<file path="src/logic/mta_consts.vh">
/*
 * Constants of the multi-channel timer array: counter width and reset
 * value, mode codes, prescaler and LIN measurement defaults.
 * Assumes inclusion by the timer array module only.
 */
`ifndef MTA_CONSTS_VH
`define MTA_CONSTS_VH

`define MTA_CNT_W        16
`define MTA_CNT_RST      16'hffff
`define MTA_MODE_W       4

`define MTA_MD_INTERVAL  4'h0
`define MTA_MD_SQUARE    4'h1
`define MTA_MD_EVENT     4'h2
`define MTA_MD_DIVIDER   4'h3
`define MTA_MD_PULSE     4'h4
`define MTA_MD_LEVEL     4'h5
`define MTA_MD_PWM_MST   4'h6
`define MTA_MD_SLAVE     4'h7
`define MTA_MD_ONE_MST   4'h8
`define MTA_MD_LIN       4'h9

`define MTA_UNIT0_CH     8
`define MTA_UNIT1_CH     4
`define MTA_DIV_OK       8'h1d
`define MTA_LIN_CH       7

`define MTA_PRESCALE     16'h000a
`define MTA_LIN_WAKE_MIN 16'h0096
`define MTA_LIN_BRK_MIN  16'h000b
`define MTA_LIN_SYNC_N   4'h8

`define MTA_LIN_WAKE     2'h0
`define MTA_LIN_BREAK    2'h1
`define MTA_LIN_SYNC     2'h2
`define MTA_LIN_DONE     2'h3

`endif

</file>
<file path="src/logic/mta_timer_array.v">
/*
 * Multi-channel timer array: two units of 16-bit channels, unit 0 with single
 * and master/slave modes, unit 1 with interval timers only, and LIN wakeup, break and sync measurement.
 * Assumes configuration straps held steady while a channel runs, and
 * external timer inputs and the LIN line asynchronous to REF_CLK_I.
 */
`timescale 1ns/100ps
`include "mta_consts.vh"

module mta_timer_array #(
	parameter UNIT0_CH = `MTA_UNIT0_CH,
	parameter UNIT1_CH = `MTA_UNIT1_CH,
	parameter [15:0] PRESCALE = `MTA_PRESCALE,
	parameter [15:0] LIN_WAKE_MIN = `MTA_LIN_WAKE_MIN,
	parameter [15:0] LIN_BRK_MIN = `MTA_LIN_BRK_MIN,
	parameter [3:0] LIN_SYNC_N = `MTA_LIN_SYNC_N
) (
	// Clock and reset.
	input  wire                          REF_CLK_I,
	input  wire                          RST_I,
	// Unit enables and per-channel control.
	input  wire [1:0]                    UNIT_EN_I,
	input  wire [UNIT0_CH+UNIT1_CH-1:0]  CH_START_I,
	input  wire [UNIT0_CH+UNIT1_CH-1:0]  CH_RISE_I,
	input  wire [(UNIT0_CH+UNIT1_CH)*4-1:0]  CH_MODE_I,
	input  wire [(UNIT0_CH+UNIT1_CH)*16-1:0] CH_DATA_I,
	// External pins.
	input  wire [UNIT0_CH-1:0]           TIMER_IN_I,
	input  wire                          LIN_SERIAL_RECEIVE_LINE_I,
	// Results.
	output wire [UNIT0_CH+UNIT1_CH-1:0]  CHANNEL_TIMER_INTERRUPT_O,
	output wire [UNIT0_CH-1:0]           CHANNEL_OUTPUT_PIN_O,
	output wire [(UNIT0_CH+UNIT1_CH)*16-1:0] CH_COUNT_O,
	output wire [(UNIT0_CH+UNIT1_CH)*16-1:0] CH_CAPTURE_O,
	output wire [1:0]                    LIN_STATE_O
);

	localparam NCH = UNIT0_CH + UNIT1_CH;
	localparam [7:0] DIV_OK = `MTA_DIV_OK;

	wire [NCH-1:0]    irqv;
	wire [NCH-1:0]    toutv;
	wire [NCH-1:0]    trig;
	wire [NCH-1:0]    is_master;
	wire [NCH-1:0]    is_slave;
	wire [NCH*16-1:0] capv;
	wire [NCH*4-1:0]  effv;

	reg  [15:0]       pre_cnt;
	reg               tick;
	reg               rx1;
	reg               rx2;
	reg               rx3;
	reg               rx_lvl;
	reg  [1:0]        lin_state;
	reg  [3:0]        sync_cnt;

	wire rx_agree = (rx2 == rx3);
	wire rx_rise  = rx_agree & rx3 & ~rx_lvl;
	wire rx_fall  = rx_agree & ~rx3 & rx_lvl;
	wire lin_on   = (effv[`MTA_LIN_CH*4 +: 4] == `MTA_MD_LIN) &
		CH_START_I[`MTA_LIN_CH] & UNIT_EN_I[0];
	wire lin_cap  = irqv[`MTA_LIN_CH] & lin_on;
	wire lin_sync = (lin_state == `MTA_LIN_SYNC);

	// Shared prescaler: one enable pulse every PRESCALE clocks.
	always @(posedge REF_CLK_I) begin
		if (RST_I) begin
			pre_cnt <= 16'h0000;
			tick    <= 1'b0;
		end else if (pre_cnt >= PRESCALE - 16'h0001) begin
			pre_cnt <= 16'h0000;
			tick    <= 1'b1;
		end else begin
			pre_cnt <= pre_cnt + 16'h0001;
			tick    <= 1'b0;
		end
	end

	// The LIN line idles high, so the filter starts high to avoid a
	// false falling edge right after reset.
	always @(posedge REF_CLK_I) begin
		if (RST_I) begin
			rx1    <= 1'b1;
			rx2    <= 1'b1;
			rx3    <= 1'b1;
			rx_lvl <= 1'b1;
		end else begin
			rx1 <= LIN_SERIAL_RECEIVE_LINE_I;
			rx2 <= rx1;
			rx3 <= rx2;
			if (rx_agree)
				rx_lvl <= rx3;
		end
	end

	// LIN sequence: wakeup, then sync break, then sync field widths.
	always @(posedge REF_CLK_I) begin
		if (RST_I || !lin_on) begin
			lin_state <= `MTA_LIN_WAKE;
			sync_cnt  <= 4'h0;
		end else if (lin_cap) begin
			case (lin_state)
			`MTA_LIN_WAKE: begin
				if (capv[`MTA_LIN_CH*16 +: 16] > LIN_WAKE_MIN)
					lin_state <= `MTA_LIN_BREAK;
			end
			`MTA_LIN_BREAK: begin
				if (capv[`MTA_LIN_CH*16 +: 16] > LIN_BRK_MIN) begin
					lin_state <= `MTA_LIN_SYNC;
					sync_cnt  <= 4'h0;
				end
			end
			`MTA_LIN_SYNC: begin
				sync_cnt <= sync_cnt + 4'h1;
				if (sync_cnt == LIN_SYNC_N - 4'h1)
					lin_state <= `MTA_LIN_DONE;
			end
			default: begin
				lin_state <= lin_state;
			end
			endcase
		end
	end

	assign LIN_STATE_O = lin_state;
	assign CHANNEL_TIMER_INTERRUPT_O = irqv;
	assign CHANNEL_OUTPUT_PIN_O = toutv[UNIT0_CH-1:0];
	assign CH_CAPTURE_O = capv;

	genvar n;
	generate
		for (n = 0; n < NCH; n = n + 1) begin : g_ch
			wire [3:0]  req  = CH_MODE_I[n*4 +: 4];
			wire [15:0] data = CH_DATA_I[n*16 +: 16];
			wire        unit_en = (n < UNIT0_CH) ? UNIT_EN_I[0]
				: UNIT_EN_I[1];
			wire        run = CH_START_I[n] & unit_en;
			reg  [3:0]  mode;
			reg  [15:0] cnt;
			reg  [15:0] cap;
			reg         irq;
			reg         tout;
			reg         busy;
			reg         meas;
			reg         run_d;
			reg         start_ev;
			reg         stop_ev;
			reg         restart;
			wire        p_rise;
			wire        p_fall;

			// Unsupported functions fall back to the interval timer.
			always @* begin
				mode = req;
				if (n >= UNIT0_CH)
					mode = `MTA_MD_INTERVAL;
				else if (req == `MTA_MD_DIVIDER &&
					((DIV_OK >> n) & 8'h01) == 8'h00)
					mode = `MTA_MD_INTERVAL;
				else if (req == `MTA_MD_LIN && n != `MTA_LIN_CH)
					mode = `MTA_MD_INTERVAL;
				else if (req > `MTA_MD_LIN)
					mode = `MTA_MD_INTERVAL;
			end

			if (n < UNIT0_CH) begin : g_pin
				reg s1;
				reg s2;
				reg s3;
				reg lvl;
				always @(posedge REF_CLK_I) begin
					if (RST_I) begin
						s1  <= 1'b0;
						s2  <= 1'b0;
						s3  <= 1'b0;
						lvl <= 1'b0;
					end else begin
						s1 <= TIMER_IN_I[n];
						s2 <= s1;
						s3 <= s2;
						if (s2 == s3)
							lvl <= s3;
					end
				end
				assign p_rise = (s2 == s3) & s3 & ~lvl;
				assign p_fall = (s2 == s3) & ~s3 & lvl;
			end else begin : g_nopin
				assign p_rise = 1'b0;
				assign p_fall = 1'b0;
			end

			wire v_edge = CH_RISE_I[n] ? p_rise : p_fall;
			wire o_edge = CH_RISE_I[n] ? p_fall : p_rise;

			// Chain: a slave follows the nearest master below it only through an unbroken run of slaves.
			assign is_master[n] = (mode == `MTA_MD_PWM_MST) |
				(mode == `MTA_MD_ONE_MST);
			assign is_slave[n] = (mode == `MTA_MD_SLAVE);
			if (n == 0) begin : g_t0
				assign trig[n] = 1'b0;
			end else begin : g_tn
				assign trig[n] = is_master[n-1] ? irqv[n-1]
					: (is_slave[n-1] ? trig[n-1] : 1'b0);
			end

			always @* begin
				start_ev = v_edge;
				stop_ev  = v_edge;
				restart  = 1'b1;
				if (mode == `MTA_MD_LEVEL) begin
					stop_ev = o_edge;
					restart = 1'b0;
				end else if (mode == `MTA_MD_LIN) begin
					start_ev = lin_sync ? (rx_rise | rx_fall) : rx_fall;
					stop_ev  = lin_sync ? (rx_rise | rx_fall) : rx_rise;
					restart  = lin_sync;
				end
			end

			always @(posedge REF_CLK_I) begin
				irq   <= 1'b0;
				run_d <= run;
				if (RST_I || !unit_en) begin
					cnt   <= `MTA_CNT_RST;
					cap   <= 16'h0000;
					tout  <= 1'b0;
					busy  <= 1'b0;
					meas  <= 1'b0;
					run_d <= 1'b0;
				end else if (!run) begin
					busy <= 1'b0;
					meas <= 1'b0;
				end else if (!run_d) begin
					busy <= 1'b0;
					meas <= 1'b0;
					case (mode)
					`MTA_MD_PULSE, `MTA_MD_LEVEL, `MTA_MD_LIN,
					`MTA_MD_SLAVE: begin
						cnt <= 16'h0000;
					end
					`MTA_MD_PWM_MST: begin
						cnt <= data;
						irq <= 1'b1;
					end
					default: begin
						cnt <= data;
					end
					endcase
				end else begin
					case (mode)
					`MTA_MD_INTERVAL, `MTA_MD_SQUARE,
					`MTA_MD_PWM_MST: begin
						if (tick) begin
							if (cnt == 16'h0000) begin
								irq <= 1'b1;
								cnt <= data;
								if (mode == `MTA_MD_SQUARE)
									tout <= ~tout;
							end else begin
								cnt <= cnt - 16'h0001;
							end
						end
					end
					`MTA_MD_EVENT, `MTA_MD_DIVIDER: begin
						if (v_edge) begin
							if (cnt == 16'h0000) begin
								irq <= 1'b1;
								cnt <= data;
								if (mode == `MTA_MD_DIVIDER)
									tout <= ~tout;
							end else begin
								cnt <= cnt - 16'h0001;
							end
						end
					end
					`MTA_MD_ONE_MST: begin
						if (!busy && v_edge) begin
							cnt  <= data;
							busy <= 1'b1;
						end else if (busy && tick) begin
							if (cnt == 16'h0000) begin
								irq  <= 1'b1;
								busy <= 1'b0;
							end else begin
								cnt <= cnt - 16'h0001;
							end
						end
					end
					`MTA_MD_SLAVE: begin
						if (trig[n]) begin
							cnt  <= data;
							tout <= (data != 16'h0000);
							busy <= 1'b1;
						end else if (busy && tick) begin
							if (cnt == 16'h0000) begin
								irq  <= 1'b1;
								tout <= 1'b0;
								busy <= 1'b0;
							end else begin
								cnt <= cnt - 16'h0001;
							end
						end
					end
					`MTA_MD_PULSE, `MTA_MD_LEVEL, `MTA_MD_LIN: begin
						if (meas && stop_ev) begin
							cap  <= cnt;
							irq  <= 1'b1;
							cnt  <= 16'h0000;
							meas <= restart;
						end else if (!meas && start_ev) begin
							cnt  <= 16'h0000;
							meas <= 1'b1;
						end else if (meas && tick) begin
							cnt <= cnt + 16'h0001;
						end
					end
					default: begin
						cnt <= cnt;
					end
					endcase
				end
			end

			assign irqv[n] = irq;
			assign toutv[n] = tout;
			assign capv[n*16 +: 16] = cap;
			assign CH_COUNT_O[n*16 +: 16] = cnt;
			assign effv[n*4 +: 4] = mode;
		end
	endgenerate

endmodule // mta_timer_array
</file>
<file path="config.mk">
export PLATFORM = sky130hd
export DESIGN_NAME = mta_timer_array
export DESIGN_NICKNAME = d
export VERILOG_FILES = /design/src/logic/mta_timer_array.v
export VERILOG_INCLUDE_DIRS = /design/src /design/src/logic
export SDC_FILE = /design/constraint.sdc
export NUM_CORES = 2
export LEC_CHECK = 0
export BUFFER_PORTS_ARGS = -buffer_cell sky130_fd_sc_hd__buf_2
export CAP_MARGIN = 20
export CELL_PAD_IN_SITES_DETAIL_PLACEMENT = 0
export CELL_PAD_IN_SITES_GLOBAL_PLACEMENT = 1
export CORE_MARGIN = 3
export CORE_UTILIZATION = 25
export DETAILED_ROUTE_END_ITERATION = 8
export PLACE_DENSITY_LB_ADDON = 0.1
export SLEW_MARGIN = 0
export SYNTH_ARGS = -nofsm -noshare
export SYNTH_HDL_FRONTEND = slang
export SYNTH_SLANG_ARGS = --single-unit
</file>
<file path="constraint.sdc">
create_clock -name REF_CLK_I -period 3 [get_ports REF_CLK_I]
set_input_delay 0 -clock REF_CLK_I [delete_from_list [all_inputs] [get_ports REF_CLK_I]]
set_output_delay 0 -clock REF_CLK_I [all_outputs]
set_load 0.005 [all_outputs]
</file>
### Yosys cells after proc, flatten, opt, wreduce, memory -nomap -nowiden

Cells that the tools add are included.

* logic and storage cells: 1093
* bits in registers: 427

* muxes and demuxes: 437
* bitwise gates (word level): 110
* add/sub/neg operators: 22
* equality and inequality tests: 198
* order comparisons: 11
* reduce and logical (&&, ||, !) cells: 207

Operators with widths (number)
* $mux W16: 107
* $pmux W16 S5: 8
* $mux W1: 273
* $logic_not A16 Y1: 12
* $sub A16 B1 Y16 const B: 12
* $add A16 B1 Y16 const B: 9
* $eq A4 B3 Y1 const B: 33
* $reduce_bool A16 Y1: 7
* $ne A2 B2 Y1 const B: 54
* $eq A4 B4 Y1 const B: 23
* $reduce_and A11 Y1: 8
* $eq A4 B2 Y1 const B: 20
* $mux W4: 20
* $reduce_or A3 Y1: 24
* $and A1 B1 Y1: 51
* $not A1 Y1: 51
* $ne A3 B3 Y1 const B: 16
* $ne A6 B2 Y1 const B: 8
* $reduce_or A4 Y1: 12
* $reduce_and A5 Y1: 9
* $ne A3 B2 Y1 const B: 14
* $logic_and A1 B1 Y1: 40
* $ne A5 B5 Y1 const B: 8
* $pmux W1 S5: 8
* other kinds (26): 158

### Depth between registers and ports, before layout

* depth in word-level cells: 21
* mapped depth: 13
* gate-level depth less buffers: 10

### Least setup slack after synthesis

OpenSTA, ideal clock, no wires.

* kind: reg2reg
* start: register g_ch[3].cnt[0]
* end: register g_ch[3].cnt[6]
* library setup time: 0.130 ns
* slack: 0.304 ns
* data arrival time: 2.566 ns
* cell stages (with the launch flop): 13
* buffers on the path: 2
* period minus slack after synthesis: 2.696 ns
* required time: 2.870 ns
* cell sequence: dfxtp_1 -> clkbuf_1 -> inv_1 -> ha_1 -> nor4b_1 -> nand4_1 -> or2_0 -> buf_2 -> or3_1 -> a41o_1 -> and2_1 -> a221oi_1 -> o31ai_1

* word-level cells in the longest chain between the ends: 6

RTL lines
* start: declaration: line mta_timer_array.v:140 `reg [15:0] cnt;`
* start signal: assignment: line mta_timer_array.v:225 `` cnt <= `MTA_CNT_RST; ``
* start signal: assignment: line mta_timer_array.v:243 `cnt <= data;`
* start signal: assignment: line mta_timer_array.v:247 `cnt <= data;`
* $add A16 B1 Y16 (tied with other cells): line mta_timer_array.v:315 `cnt <= cnt + 16'h0001;`
* $mux W16 (on tied branches): line mta_timer_array.v:314, mta_timer_array.v:282, mta_timer_array.v:296
* $mux W16 (on tied branches): line mta_timer_array.v:311, mta_timer_array.v:281
* $mux W16 (on tied branches): line mta_timer_array.v:306, mta_timer_array.v:278, mta_timer_array.v:291
* $pmux W16 S5 (*): line mta_timer_array.v:251 `case (mode)`
* $mux W16 (*): line mta_timer_array.v:234 `end else if (!run_d) begin`

Every way passes the cells marked *; elsewhere a longest branch is shown, timed or not. The select of a mux whose other input is x is not followed.
A chain may end at the register's enable or synchronous reset.

### Worst setup path after layout

* start: input CH_MODE_I[2]
* end: register g_ch[4].irq

* word-level cells in the longest chain between the ends: 15

RTL lines
* start: declaration: line mta_timer_array.v:25 `input wire [(UNIT0_CH+UNIT1_CH)*4-1:0] CH_MODE_I,`
* $gt A4 B4 Y1 (no line)
* $mux W4: line mta_timer_array.v:163 `` else if (req > `MTA_MD_LIN) ``
* $mux W4 (*): line mta_timer_array.v:161 `` else if (req == `MTA_MD_LIN && n != `MTA_LIN_CH) ``
* $eq A4 B3 Y1 / $eq A4 B4 Y1 (equally long branches)
* $or A1 B1 Y1 (*): line mta_timer_array.v:197 `` assign is_master[n] = (mode == `MTA_MD_PWM_MST) | ``
* $mux W1 (*): line mta_timer_array.v:203 `assign trig[n] = is_master[n-1] ? irqv[n-1]`
* $mux W1 (*): line mta_timer_array.v:204 `: (is_slave[n-1] ? trig[n-1] : 1'b0);`
* $mux W1 (*): line mta_timer_array.v:203
* $mux W1 (*): line mta_timer_array.v:204
* $mux W1 (*): line mta_timer_array.v:203
* $mux W1 (*): line mta_timer_array.v:204
* $mux W1 (*): line mta_timer_array.v:203
* $mux W1 (*): line mta_timer_array.v:291 `if (trig[n]) begin`
* $pmux W1 S5 (*): line mta_timer_array.v:251
* $mux W1 (*): line mta_timer_array.v:234
* end signal: assignment: line mta_timer_array.v:244 `irq <= 1'b1;`
* end signal: assignment: line mta_timer_array.v:256 `irq <= 1'b1;`
* end signal: assignment: line mta_timer_array.v:297 `irq <= 1'b1;`
* end: declaration: line mta_timer_array.v:142 `reg irq;`

Every way passes the cells marked *; elsewhere a longest branch is shown, timed or not.

==> flow_summary.toml <==
[run]
drv_cap = 0

[setup_path]
path_class = "in2reg"
worstSetupEndpointType = "flop"
crit_arrival_ns = 3.47
start_kind = "input port"
cp_max_fo = 15
worstPathRequired_ns = 3.55

[floorplan]
die_h_um = 364
rows = 130
start_util_pct = 25.3
fp.dieW_um = 364
ios = 683
die-area_mm2 = 0.132
core_area_mm2 = 0.126

[cells_and_area]
layout-drive-gt1-share_pct = 22.0
nets = 5650
fill_cells = 13700
area_growth_syn_to_layout_pct = 35.0
final_core_util_pct = 34.2
mostFrequentLayoutCell = "buf_2"
final_cell_mix = "597 x buf_2, 544 x nor2_1, 426 x dfxtp_1"

[route]
wl_per_cell_um = 21.4
drtPass1Iterations = 5
drt_iter0_drc = 2481
drc = 0
routed_wl_um = 150000
vias_per_cell = 5.22
ant_nets = 0
via_count = 36700

[global_route]
grt_max_degree = 156
antenna_found_initial = 19
grt_first_pass_wirelength_um = 226000
track_usage_pct = 21.7
gr-total-overflow = 0
grt_pass1_vias = 35500

[place]
pre_cts_slack_ns = -0.0288
dp.final_hpwl_um = 112000
io_buffers = 598
place_congestion = 0.849

[logic_synthesis]
yosys_warnings = 0
synthArstFlopShare_pct = 0
syn_area_per_cell_um2 = 7.32
synth_edf_count = 0
synth-seq-area-share_pct = 26.7
yosysUniqueCellTypes = 113
ys_ff_latch = 427
ys.flop_type = "dfxtp_1"
netlist_area_mm2 = 0.0320
syn-instance-count = 4371

[timing]
setup_viol = 0
fmax_ghz = 0.342
period_needed_ns = 2.92
worst_pin_slew_ns = 1.20
finClkSkew_ns = 0.0221
rsz0062_at_grt = "true"
hold_violations = 0
final-max-slew-violation-count = 0
fin_crit_sh_pct = 97.3
final.setup.worst_slack_ns = 0.0802
slew_headroom_pct = 19.8

[clock_tree]
htreeDepth = 2
clk_latency_ns = 0.67
clock-sinks = 427
cts_root_buffer = "clkbuf_16"
cts_buffers = 60
clk_pin_slew_ns = 0.06
cts_tree = "built"
clock_path_buffers = 3

[power_and_ir_drop]
peakVddDrop_uv = 463
p_total_uw = 16900
power.density_mw_per_mm2 = 392
leakagePower_uw = 0.0173

[hold_path]
hold_path.class = "in2reg"

[status]
status = "complete, no violations"
## power breakdown
group | total (uW) | switching [uW] | leakage (uW) | internal (uW)
Combinational | 3280 | 1910 | 0.0128 | 1370
Sequential | 5920 | 127 | 0.00347 | 5790
Clock | 7740 | 3040 | 0.00103 | 4700
Total | 16900 | 5080 | 0.0173 | 11900
## synth_stat cells, types with 15 or more instances
| cell | instances | share of area, % |
|---|---|---|
| nor4_1 | 88 | 1.7 |
| o2111ai_1 | 16 | 0.44 |
| and3_1 | 40 | 0.78 |
| inv_1 | 98 | 1.2 |
| nand2_1 | 369 | 4.3 |
| nand3_1 | 135 | 2.1 |
| nor2b_1 | 41 | 0.80 |
| o21ai_0 | 249 | 3.9 |
| o31ai_1 | 50 | 1.2 |
| xnor2_1 | 103 | 2.8 |
| nand4_1 | 49 | 0.96 |
| buf_2 | 43 | 0.67 |
| nor2_1 | 551 | 6.5 |
| clkbuf_1 | 283 | 3.3 |
| nor3_1 | 124 | 1.9 |
| ha_1 | 58 | 2.3 |
| a221oi_1 | 65 | 1.8 |
| a211o_1 | 16 | 0.44 |
| dfxtp_1 | 427 | 27 |
| buf_1 | 21 | 0.25 |
| o221ai_1 | 44 | 1.2 |
| or2_2 | 20 | 0.39 |
| or3_1 | 34 | 0.67 |
| a31oi_1 | 59 | 1.2 |
| buf_4 | 85 | 2.0 |
| nor3b_1 | 17 | 0.40 |
| a21o_1 | 18 | 0.42 |
| and2_1 | 33 | 0.65 |
| o211ai_1 | 69 | 1.6 |
| mux2i_1 | 150 | 4.7 |
| a2111oi_0 | 15 | 0.41 |
| xor2_1 | 95 | 2.6 |
| o21ai_1 | 28 | 0.44 |
| o21a_1 | 24 | 0.56 |
| o22ai_1 | 48 | 0.94 |
| nand3b_1 | 21 | 0.49 |
| a21oi_1 | 364 | 5.7 |
| a221o_1 | 27 | 0.84 |
| a22oi_1 | 25 | 0.59 |
| nand2b_1 | 44 | 0.86 |
| a211oi_1 | 65 | 1.5 |
## worst paths after layout
path / to / start / depth (start not counted) / slack, ns
max reg2reg: g_ch[0].cnt[5]$_SDFFE_PP1P_ / g_ch[0].cnt[2]$_SDFFE_PP1P_ / 8 / 0.22
min reg2reg: g_ch[6].g_pin.s2$_SDFF_PP0_ / g_ch[6].g_pin.s1$_SDFF_PP0_ / 1 / 0.43
max: g_ch[4].irq$_SDFF_PP0_ / CH_MODE_I[2] / 12 / 0.08
min: g_ch[1].tout$_SDFFE_PP0P_ / CH_MODE_I[5] / 6 / 0.07
## layer usage
layer | wire, um | track usage [%] | share of wire (%)
met2 | 69600 | 36.1 | 46
met1 | 69200 | 29.3 | 46
met5 | 48 | 0 | 0.032
met4 | 3580 | 5.74 | 2.4
met3 | 7970 | 3.11 | 5.3
## cells by family (layout without fill, tap and decap cells)
logic type                 count (synthesis)  after routing  synth area share, %
buffers and inverters                    536           1454                 7.51
xor gates and xnor gates                 199            199                 5.47
muxes                                    153            153                 4.80
AOI/OAI and AO/OA                       1337           1337                 27.8
and+or+nand+nor                         1660           1660                 25.4
adders and majority gates                 58             58                 2.27
other                                      1             86               0.0117
DFF                                      427            427                 26.7
## flip-flops by register name (all words and copies together), names as in the netlist, 12 cells and up
register and cells:
g_ch.cnt 192, g_ch.cap 128, pre_cnt 16, g_ch.irq 12
g_ch.run_d 12
## what timing repair did
item | in CTS | in global routing
hold buffers | 276 | 0
setup buffers | 0 | 4
endpoints found under the setup margin | 0 | 28
hold endpoints to repair | 265 | 0
resized for setup | 0 | 13
## per-stage QoR
stage          setup TNS [ns]  hold slack [ns]  instance area (um2)  std cells
2_1_floorplan               0            0.104                32300       4446
3_3_place_gp         -0.00401            0.207                38200       6623
3_5_place_dp          -0.0383            0.217                38200       6623
4_1_cts                     0          0.00544                43100       7010
5_1_grt               -0.0721           0.0557                43200       7018
6_report                    0           0.0721                43200       7024
## worst max-delay path, cell delays in order
cell and delay, ns:
dlygate4sd3_1 0.56, buf_2 0.20, or3b_4 0.43, a211o_2 0.44, a21oi_2 0.22, nand4b_1 0.21
buf_4 0.28, a21oi_1 0.10, o21ai_0 0.18, a21oi_1 0.09, o21a_1 0.19, dlygate4sd3_1 0.55
## layout make-up
class	instances	area (um2)	share of cell area (%)
clock inverters	22	304	0.704
repair buffers	1244	8660	20.1
diodes	10	25.0	0.0580
flip-flops and latches	427	8550	19.8
multi-input cells	3483	21400	49.6
inverters	99	372	0.861
clock buffers	89	1790	4.15
well taps	1650	2060	4.78
No activity file was read; power rests on OpenSTA's default activity.
